===== config.mk =====
export PLATFORM = sky130hd
export DESIGN_NAME = pnd_pin_select
export DESIGN_NICKNAME = d
export VERILOG_FILES = /design/src/pnd_pkg.sv /design/src/pnd_pin_select.sv
export SDC_FILE = /design/constraint.sdc
export NUM_CORES = 1
export LEC_CHECK = 0
export BUFFER_PORTS_ARGS = -buffer_cell sky130_fd_sc_hd__buf_4
export CAP_MARGIN = 0
export CORE_ASPECT_RATIO = 1.5
export CORE_MARGIN = 4
export CORE_UTILIZATION = 53
export CTS_BUF_LIST = sky130_fd_sc_hd__clkbuf_2 sky130_fd_sc_hd__clkbuf_4 sky130_fd_sc_hd__clkbuf_8
export DETAILED_ROUTE_END_ITERATION = 8
export GPL_TIMING_DRIVEN = 0
export HOLD_SLACK_MARGIN = 0.05
export PLACE_DENSITY = 0.78
export RECOVER_POWER = 100
export SLEW_MARGIN = 5
export SYNTH_ARGS = -nofsm -noshare
export SYNTH_HDL_FRONTEND = slang
export SYNTH_SLANG_ARGS = --single-unit

===== constraint.sdc =====
create_clock -name SYS_CLK_IN -period 1.95 [get_ports SYS_CLK_IN]
set_input_delay 0.0975 -clock SYS_CLK_IN [delete_from_list [all_inputs] [get_ports SYS_CLK_IN]]
set_output_delay 0.0975 -clock SYS_CLK_IN [all_outputs]
set_load 0.03 [all_outputs]

===== src/pnd_pkg.sv =====
// Package for port 0 pin select with nmi and debug reset sharing
package pnd_pkg;
	localparam int PORT_W = 8;
	localparam int NMI_BIT = 2;
	localparam int DBG_BIT = 5;
	localparam logic [3:0] ADDR_PORT = 4'h0;
	localparam logic [3:0] ADDR_DIR = 4'h1;
	localparam logic [3:0] ADDR_MODE = 4'h2;
	localparam logic [3:0] ADDR_RISE = 4'h3;
	localparam logic [3:0] ADDR_FALL = 4'h4;
	localparam logic [3:0] ADDR_DBG = 4'h5;
	localparam logic [3:0] ADDR_BITSET = 4'h6;
	localparam logic [3:0] ADDR_BITCLR = 4'h7;
	localparam logic [3:0] ADDR_NMIST = 4'h8;
	localparam logic [7:0] PORT_RST = 8'h00;
	localparam logic [7:0] DIR_RST = 8'hFF;
	localparam logic [7:0] MODE_RST = 8'h00;
	localparam logic [7:0] EDGE_RST = 8'h00;
	localparam logic DBG_RST = 1'b1;
	typedef struct packed {
		logic [3:0] addr;
		logic [7:0] wdata;
		logic       wr;
		logic       rd;
	} pnd_bus_s;
endpackage : pnd_pkg

===== src/pnd_pin_select.sv =====
// Port 0 pin function select with nmi and debug reset sharing
`timescale 1ns/10ps
`default_nettype none
module pnd_pin_select
	import pnd_pkg::*;
(
	input  wire logic         SYS_CLK_IN,
	input  wire logic         SYS_RST_IN,
	input  wire logic [3:0]   ADDR_IN,
	input  wire logic [7:0]   WDATA_IN,
	input  wire logic         WR_IN,
	input  wire logic         RD_IN,
	output var  logic [7:0]   RDATA_OUT,
	input  wire logic [7:0]   PIN_IN,
	output var  logic [7:0]   PIN_OUT,
	output var  logic [7:0]   PIN_OE_N_OUT,
	output var  logic         PULLDOWN_EN_OUT,
	output var  logic         NMI_OUT,
	output var  logic         DEBUG_RESET_OUT
);
	pnd_bus_s   bus;
	logic [7:0] sync1_r;
	logic [7:0] sync2_r;
	logic [7:0] port_r;
	logic [7:0] port_nxt;
	logic [7:0] dir_r;
	logic [7:0] mode_r;
	logic [7:0] rise_r;
	logic [7:0] fall_r;
	logic       dbg_en_r;
	logic       nmi_prev_r;
	logic       nmi_seen_r;
	logic [7:0] pin_view;
	logic       nmi_edge;

	assign bus = '{addr: ADDR_IN, wdata: WDATA_IN, wr: WR_IN, rd: RD_IN};

	function automatic logic [7:0] bit_mask(input logic [2:0] idx);
		bit_mask = 8'h01 << idx;
	endfunction : bit_mask

	// Write strobe aimed at one register address
	function automatic logic wr_hit(input pnd_bus_s b, input logic [3:0] a);
		wr_hit = b.wr && (b.addr == a);
	endfunction : wr_hit

	always_ff @(posedge SYS_CLK_IN or posedge SYS_RST_IN)
	begin
		if (SYS_RST_IN)
		begin
			sync1_r <= 8'h00;
			sync2_r <= 8'h00;
		end
		else
		begin
			sync1_r <= PIN_IN;
			sync2_r <= sync1_r;
		end
	end

	// Read view: output pins return latch, input pins return pin level
	assign pin_view = (dir_r & sync2_r) | (~dir_r & port_r);

	// Byte-wide read-modify-write; input latches take pin level
	always_comb
	begin
		port_nxt = port_r;
		if (bus.wr && bus.addr == ADDR_PORT)
		begin
			port_nxt = bus.wdata;
		end
		else if (bus.wr && bus.addr == ADDR_BITSET)
		begin
			port_nxt = pin_view | bit_mask(bus.wdata[2:0]);
		end
		else if (bus.wr && bus.addr == ADDR_BITCLR)
		begin
			port_nxt = pin_view & ~bit_mask(bus.wdata[2:0]);
		end
	end

	always_ff @(posedge SYS_CLK_IN or posedge SYS_RST_IN)
	begin
		if (SYS_RST_IN)
			port_r <= PORT_RST;
		else
			port_r <= port_nxt;
	end

	always_ff @(posedge SYS_CLK_IN or posedge SYS_RST_IN)
	begin
		if (SYS_RST_IN)
			dir_r <= DIR_RST;
		else if (wr_hit(bus, ADDR_DIR))
			dir_r <= bus.wdata;
	end

	always_ff @(posedge SYS_CLK_IN or posedge SYS_RST_IN)
	begin
		if (SYS_RST_IN)
			mode_r <= MODE_RST;
		else if (wr_hit(bus, ADDR_MODE))
			mode_r <= bus.wdata;
	end

	always_ff @(posedge SYS_CLK_IN or posedge SYS_RST_IN)
	begin
		if (SYS_RST_IN)
			rise_r <= EDGE_RST;
		else if (wr_hit(bus, ADDR_RISE))
			rise_r <= bus.wdata;
	end

	always_ff @(posedge SYS_CLK_IN or posedge SYS_RST_IN)
	begin
		if (SYS_RST_IN)
			fall_r <= EDGE_RST;
		else if (wr_hit(bus, ADDR_FALL))
			fall_r <= bus.wdata;
	end

	// Debug function selected on reset; only software clears it
	always_ff @(posedge SYS_CLK_IN or posedge SYS_RST_IN)
	begin
		if (SYS_RST_IN)
			dbg_en_r <= DBG_RST;
		else if (bus.wr && bus.addr == ADDR_DBG)
			dbg_en_r <= bus.wdata[0];
	end

	// Nmi edge detection on the synchronised bit 2 pin
	assign nmi_edge = mode_r[NMI_BIT]
		&& ((rise_r[NMI_BIT] && sync2_r[NMI_BIT] && !nmi_prev_r)
		|| (fall_r[NMI_BIT] && !sync2_r[NMI_BIT] && nmi_prev_r));

	always_ff @(posedge SYS_CLK_IN or posedge SYS_RST_IN)
	begin
		if (SYS_RST_IN)
			nmi_prev_r <= 1'b0;
		else
			nmi_prev_r <= sync2_r[NMI_BIT];
	end

	always_ff @(posedge SYS_CLK_IN or posedge SYS_RST_IN)
	begin
		if (SYS_RST_IN)
			NMI_OUT <= 1'b0;
		else
			NMI_OUT <= nmi_edge;
	end

	// Sticky edge flag; a new edge wins over a clear
	always_ff @(posedge SYS_CLK_IN or posedge SYS_RST_IN)
	begin
		if (SYS_RST_IN)
			nmi_seen_r <= 1'b0;
		else if (nmi_edge)
			nmi_seen_r <= 1'b1;
		else if (wr_hit(bus, ADDR_NMIST) && bus.wdata[0])
			nmi_seen_r <= 1'b0;
	end

	always_ff @(posedge SYS_CLK_IN or posedge SYS_RST_IN)
	begin
		if (SYS_RST_IN)
			PULLDOWN_EN_OUT <= 1'b1;
		else
			PULLDOWN_EN_OUT <= dbg_en_r;
	end

	always_ff @(posedge SYS_CLK_IN or posedge SYS_RST_IN)
	begin
		if (SYS_RST_IN)
			DEBUG_RESET_OUT <= 1'b0;
		else
			DEBUG_RESET_OUT <= dbg_en_r & sync2_r[DBG_BIT];
	end

	// Pins drive only as port outputs; bit 5 never drives in debug use
	always_ff @(posedge SYS_CLK_IN or posedge SYS_RST_IN)
	begin
		if (SYS_RST_IN)
			PIN_OUT <= PORT_RST;
		else
			PIN_OUT <= port_nxt;
	end

	always_ff @(posedge SYS_CLK_IN or posedge SYS_RST_IN)
	begin
		if (SYS_RST_IN)
			PIN_OE_N_OUT <= 8'hFF;
		else
			PIN_OE_N_OUT <= dir_r | (mode_r & bit_mask(3'(NMI_BIT)))
				| ({7'h00, dbg_en_r} << DBG_BIT);
	end

	always_ff @(posedge SYS_CLK_IN or posedge SYS_RST_IN)
	begin
		if (SYS_RST_IN)
			RDATA_OUT <= 8'h00;
		else if (bus.rd)
		begin
			if (bus.addr == ADDR_PORT)
				RDATA_OUT <= pin_view;
			else if (bus.addr == ADDR_DIR)
				RDATA_OUT <= dir_r;
			else if (bus.addr == ADDR_MODE)
				RDATA_OUT <= mode_r;
			else if (bus.addr == ADDR_RISE)
				RDATA_OUT <= rise_r;
			else if (bus.addr == ADDR_FALL)
				RDATA_OUT <= fall_r;
			else if (bus.addr == ADDR_DBG)
				RDATA_OUT <= {7'h00, dbg_en_r};
			else if (bus.addr == ADDR_NMIST)
				RDATA_OUT <= {7'h00, nmi_seen_r};
			else
				RDATA_OUT <= 8'h00;
		end
		else
			RDATA_OUT <= 8'h00;
	end
endmodule : pnd_pin_select
`default_nettype wire


Word level (Yosys, flattened, before mapping)
Index checks and enable logic that the tools add are counted.

cells by class
  eq/ne operators = 8
  shifts and indexed selects = 1
  mux-type cells = 13
  bitwise operators = 10
  reductions and logical operators = 21

operator list
  cell                 count
  $mux 8               9
  $and 8x8->8          3
  $eq 4x3->1 const B   4
  $not 8->8            2
  $or 8x8->8           2
  $logic_and 1x1->1    15
  $eq 4x2->1 const B   2
  $or 8x3->8           1
  $or 8x6->8           1
  $shl 1x3->8 const A  1
  $eq 4x1->1 const B   1
  $eq 4x4->1 const B   1
  $logic_not 4->1      1
  $mux 1               4
  $reduce_bool 3->1    1
  $logic_not 1->1      2
  $reduce_bool 2->1    1
  $and 1x1->1          1
  $logic_or 1x1->1     1

storage, ports and cells
  flip-flop bits (word level) = 78
  bits of input ports = 24
  output and inout port bits = 27

Longest topological paths before layout
  depth after elaboration = 9
  gate-level depth with buffers = 6
  mapped depth without buffers = 4

Worst setup path after synthesis
Ideal clock, no wire load.

  path type = register to register
  from = register dir_r[1]
  to = register PIN_OUT[1]
  library setup time = 0.126 ns
  arrival = 1.246 ns
  required time = 1.824 ns
  slack = 0.578 ns
  stages on the path, launching flop included = 5
  path buffers = 0
  cells stage by stage = dfstp_2 -> mux2_2 -> nor2_1 -> a211oi_1 -> a221o_1

on the way
  cells in the longest elaborated chain, start to end = 7

ends and longest elaborated chain
  item                    line                   source
  start, declared         pnd_pin_select.sv:26   logic [7:0] dir_r;
  start signal, assigned  pnd_pin_select.sv:95   dir_r <= bus.wdata;
  $not 8->8               pnd_pin_select.sv:62   assign pin_view = (dir_r & sync2_r) | (~dir_r & port_r);
  $and 8x8->8             pnd_pin_select.sv:62
  $or 8x8->8 (*)          pnd_pin_select.sv:62
  $and 8x8->8             pnd_pin_select.sv:78   port_nxt = pin_view & ~bit_mask(bus.wdata[2:0]);
  $mux 8                  pnd_pin_select.sv:76   else if (bus.wr && bus.addr == ADDR_BITCLR)
  $mux 8 (*)              pnd_pin_select.sv:72   else if (bus.wr && bus.addr == ADDR_BITSET)
  $mux 8 (*)              pnd_pin_select.sv:68   if (bus.wr && bus.addr == ADDR_PORT)
  end signal, assigned    pnd_pin_select.sv:185  PIN_OUT <= port_nxt;
  end, declared           pnd_pin_select.sv:15   output var logic [7:0] PIN_OUT,

Mark *: on every way between the ends. The rest lies on a longest branch, timed or not. The select of a mux whose other input is x is not followed.
A chain may end at the register's enable or synchronous reset.

Worst setup path after layout
Ends and elaborated chain as after synthesis.

==> run_results.csv <==
group,metric,value,unit
run_status,status,"completed",
clock_network,h-tree-depth,3,
placement,hpwl,5.36,mm
finish,layout.nets,369,
power,leakage,1.81,nW
global_route,grt_max_degree,35,
finish,layout-drive-gt1-share,0.260,
finish,seqCellArea,1970,µm²
setup_path,cp-start-kind,"register",
routing,totalWireLength,7.95,mm
global_route,grt.overflow.total,0,
global_route,grtUsageTotal,0.224,
logic_synthesis,seq_area_frac_synth,0.584,
timing,relSlewSlack,0.414,
setup_path,critical_path.startpoint,"dir_r[1]$_DFFE_PP1P_",
die,chipHeight,106,µm
routing,wl_per_cell,18.8,µm
global_route,grt_util_met1,0.276,
logic_synthesis,synth_cells,270,
routing,antenna_left,0,
die,pin_count,51,
logic_synthesis,ys_types,45,
setup_path,cp-end-kind,"register",
routing,drt_drc_violations_left,0,
clock_network,cts_buffers,9,
die,initial_utilization,0.548,
finish,syn_to_final_growth,21.1,%
global_route,grt_pass1_vias,2525,
routing,avgViaCountPerCell,5.78,
timing,final_hold_viol_count,0,
setup_path,rrSetupSlack,430,ps
global_route,grt_antenna_before_repair,0,
global_route,grt_pass1_wl,13.0,mm
finish,final_common_cell,"dfrtp_1",
finish,multiInputGateArea,1270,µm²
setup_path,critPathKind,"reg2reg",
global_route,met3_usage,0.0582,
finish,fillers,497,
worst_hold_path,hp-start,"WR_IN",
logic_synthesis,yosysWarnings,0,
setup_path,cp_max_fo,4,
timing,worst_pin_slew,874,ps
clock_network,clk_path_buf_depth,2,
logic_synthesis,synth_fp_nets,294,
timing,setup_violations,0,
global_route,gr-max-usage-layer,"met2",
placement,numPortBuffers,48,
placement,placed_cells_incl_taps,394,
timing,fin_setup_tns,0,ps
timing,rsz0062_at_grt,"no",
power,powerDensity,1070,nW/µm²
timing,slew_viol_final,0,
timing,fin_skew,4.17,ps
flow_run,max-cap-violations,0,
clock_network,cts_setup_buffers,0,
worst_hold_path,hp-class,"in2reg",
clock_network,clk_latency,360,ps
logic_synthesis,ys_seq_elements,78,
timing,period_minus_slack,1520,ps
power,irDropWorstVdd,0.686,mV
finish,fin_cells,424,
setup_path,regToRegStartpoint,"dir_r[1]$_DFFE_PP1P_",
die,core_area,6170,µm²
logic_synthesis,synth_flop_cell,"dfrtp_1",
routing,drtIter0Drc,177,
clock_network,root_buffer,"clkbuf_8",
placement,place.gp.congestion,0.870,
global_route,use_met2,0.368,
routing,drt_pre_antenna_iters,5,
finish,antenna_cells,0,
logic_synthesis,synth_edf_count,0,
routing,vias,2449,
clock_network,cts.sinks,78,
clock_network,path_clk_slew,80,ps
logic_synthesis,syn_area_per_cell,12.5,µm²
timing,fmax,660,MHz
finish,fin_util,0.663,
clock_network,cts_tree,"built",
logic_synthesis,synth_async_sr_flop_share,1.00,
logic_synthesis,synth_area,3380,µm²
setup_path,arrival,1760,ps
timing,fin_crit_sh,0.777,
die,rows,35,
setup_path,cp.required,2190,ps
finish,layout.cells.most_common_list,"dfrtp_1, clkbuf_1, mux2_2, nor2_1, nand2_1",
die,die_area,7750,µm²
die,dieWidth,73.2,µm
layout make-up:
cell class                 instances  share of cell area
buffer                            14              0.0144
clock buffer                      10              0.0321
clock inverter                     6              0.0211
inverter                          11              0.0104
multi-input combinational        167               0.311
sequential                        78               0.482
tap                               74              0.0226
timing repair buffer              64               0.106
power by group:
part / internal, mW / total [mW] / switching (mW)
Combinational: 0.370 / 0.911 / 0.541
Sequential: 1.96 / 2.15 / 0.189
Clock: 0.732 / 1.33 / 0.593
critical path, cell delays in order, from the launching register on:
cell and delay [ps]:
dfstp_1 580, mux2_1 380, nor2_1 100, a211oi_1 50, a221o_1 280
layer usage:
layer | share of wire | routed length, µm | up-vias
li1 | - | - | 1127
met5 | 0 | 0 | -
met2 | 0.53 | 4180 | 83
met3 | 0.065 | 518 | 12
met1 | 0.39 | 3130 | 1227
met4 | 0.015 | 121 | 0
synth_stat cells (4+ instances only):
| cell | instances | area (µm²) |
|---|---|---|
| a21oi_1 | 5 | 25.0 |
| o221a_2 | 4 | 45.0 |
| clkbuf_1 | 5 | 18.8 |
| buf_2 | 4 | 20.0 |
| dfrtp_1 | 60 | 1500 |
| mux2i_1 | 12 | 120 |
| nand3b_1 | 5 | 37.5 |
| a211oi_1 | 4 | 30.0 |
| nand3_1 | 6 | 30.0 |
| a221oi_1 | 7 | 61.3 |
| nor2_1 | 16 | 60.1 |
| o21ai_0 | 13 | 65.1 |
| mux2_2 | 36 | 405 |
| nand2_1 | 14 | 52.6 |
| dfstp_2 | 18 | 473 |
| inv_1 | 11 | 41.3 |
metrics by stage:
step	cell area, µm²	total power, mW	hold slack, ps	setup slack, ps
after floorplan	3390	2.81	129	578
after global placement	3840	3.13	207	406
after detailed placement	3880	3.18	141	373
after CTS	4240	4.53	118	474
after global routing	4100	4.59	131	353
final	4100	4.38	121	435
final timing paths:
check	cells past startpoint	endpoint
max	4	PIN_OUT[1]$_DFFE_PP0P_
max reg2reg	4	PIN_OUT[1]$_DFFE_PP0P_
min reg2reg	0	sync2_r[2]$_DFF_PP0_
max in group asynchronous	5	PIN_OE_N_OUT[6]$_DFF_PP1_
min in group asynchronous	3	sync2_r[2]$_DFF_PP0_
min	3	nmi_seen_r$_DFFE_PP0P_
timing repair:
| item | in CTS | in global routing |
|---|---|---|
| resized for setup | 0 | 0 |
| setup endpoints to repair | 0 | 0 |
| hold endpoints to repair | 46 | 0 |
| hold buffers | 14 | 0 |
cells by family after synthesis:
group | count (synthesis) | synth area share
flip-flops | 78 | 0.584
AND/OR/NAND/NOR | 70 | 0.122
buffers and inverters | 25 | 0.0325
AO/OA/AOI/OAI | 49 | 0.107
multiplexers | 48 | 0.155
sequential cells by signal, summed over array words and instances, names as in the netlist:
name	flops
sync1_r	8
PIN_OE_N_OUT	8
fall_r	8
rise_r	8
sync2_r	8
DEBUG_RESET_OUT	1
dbg_en_r	1
dir_r	8
PULLDOWN_EN_OUT	1
mode_r	8
nmi_seen_r	1
PIN_OUT	8
nmi_prev_r	1
RDATA_OUT	8
NMI_OUT	1
(Power assumes the default switching activity.)
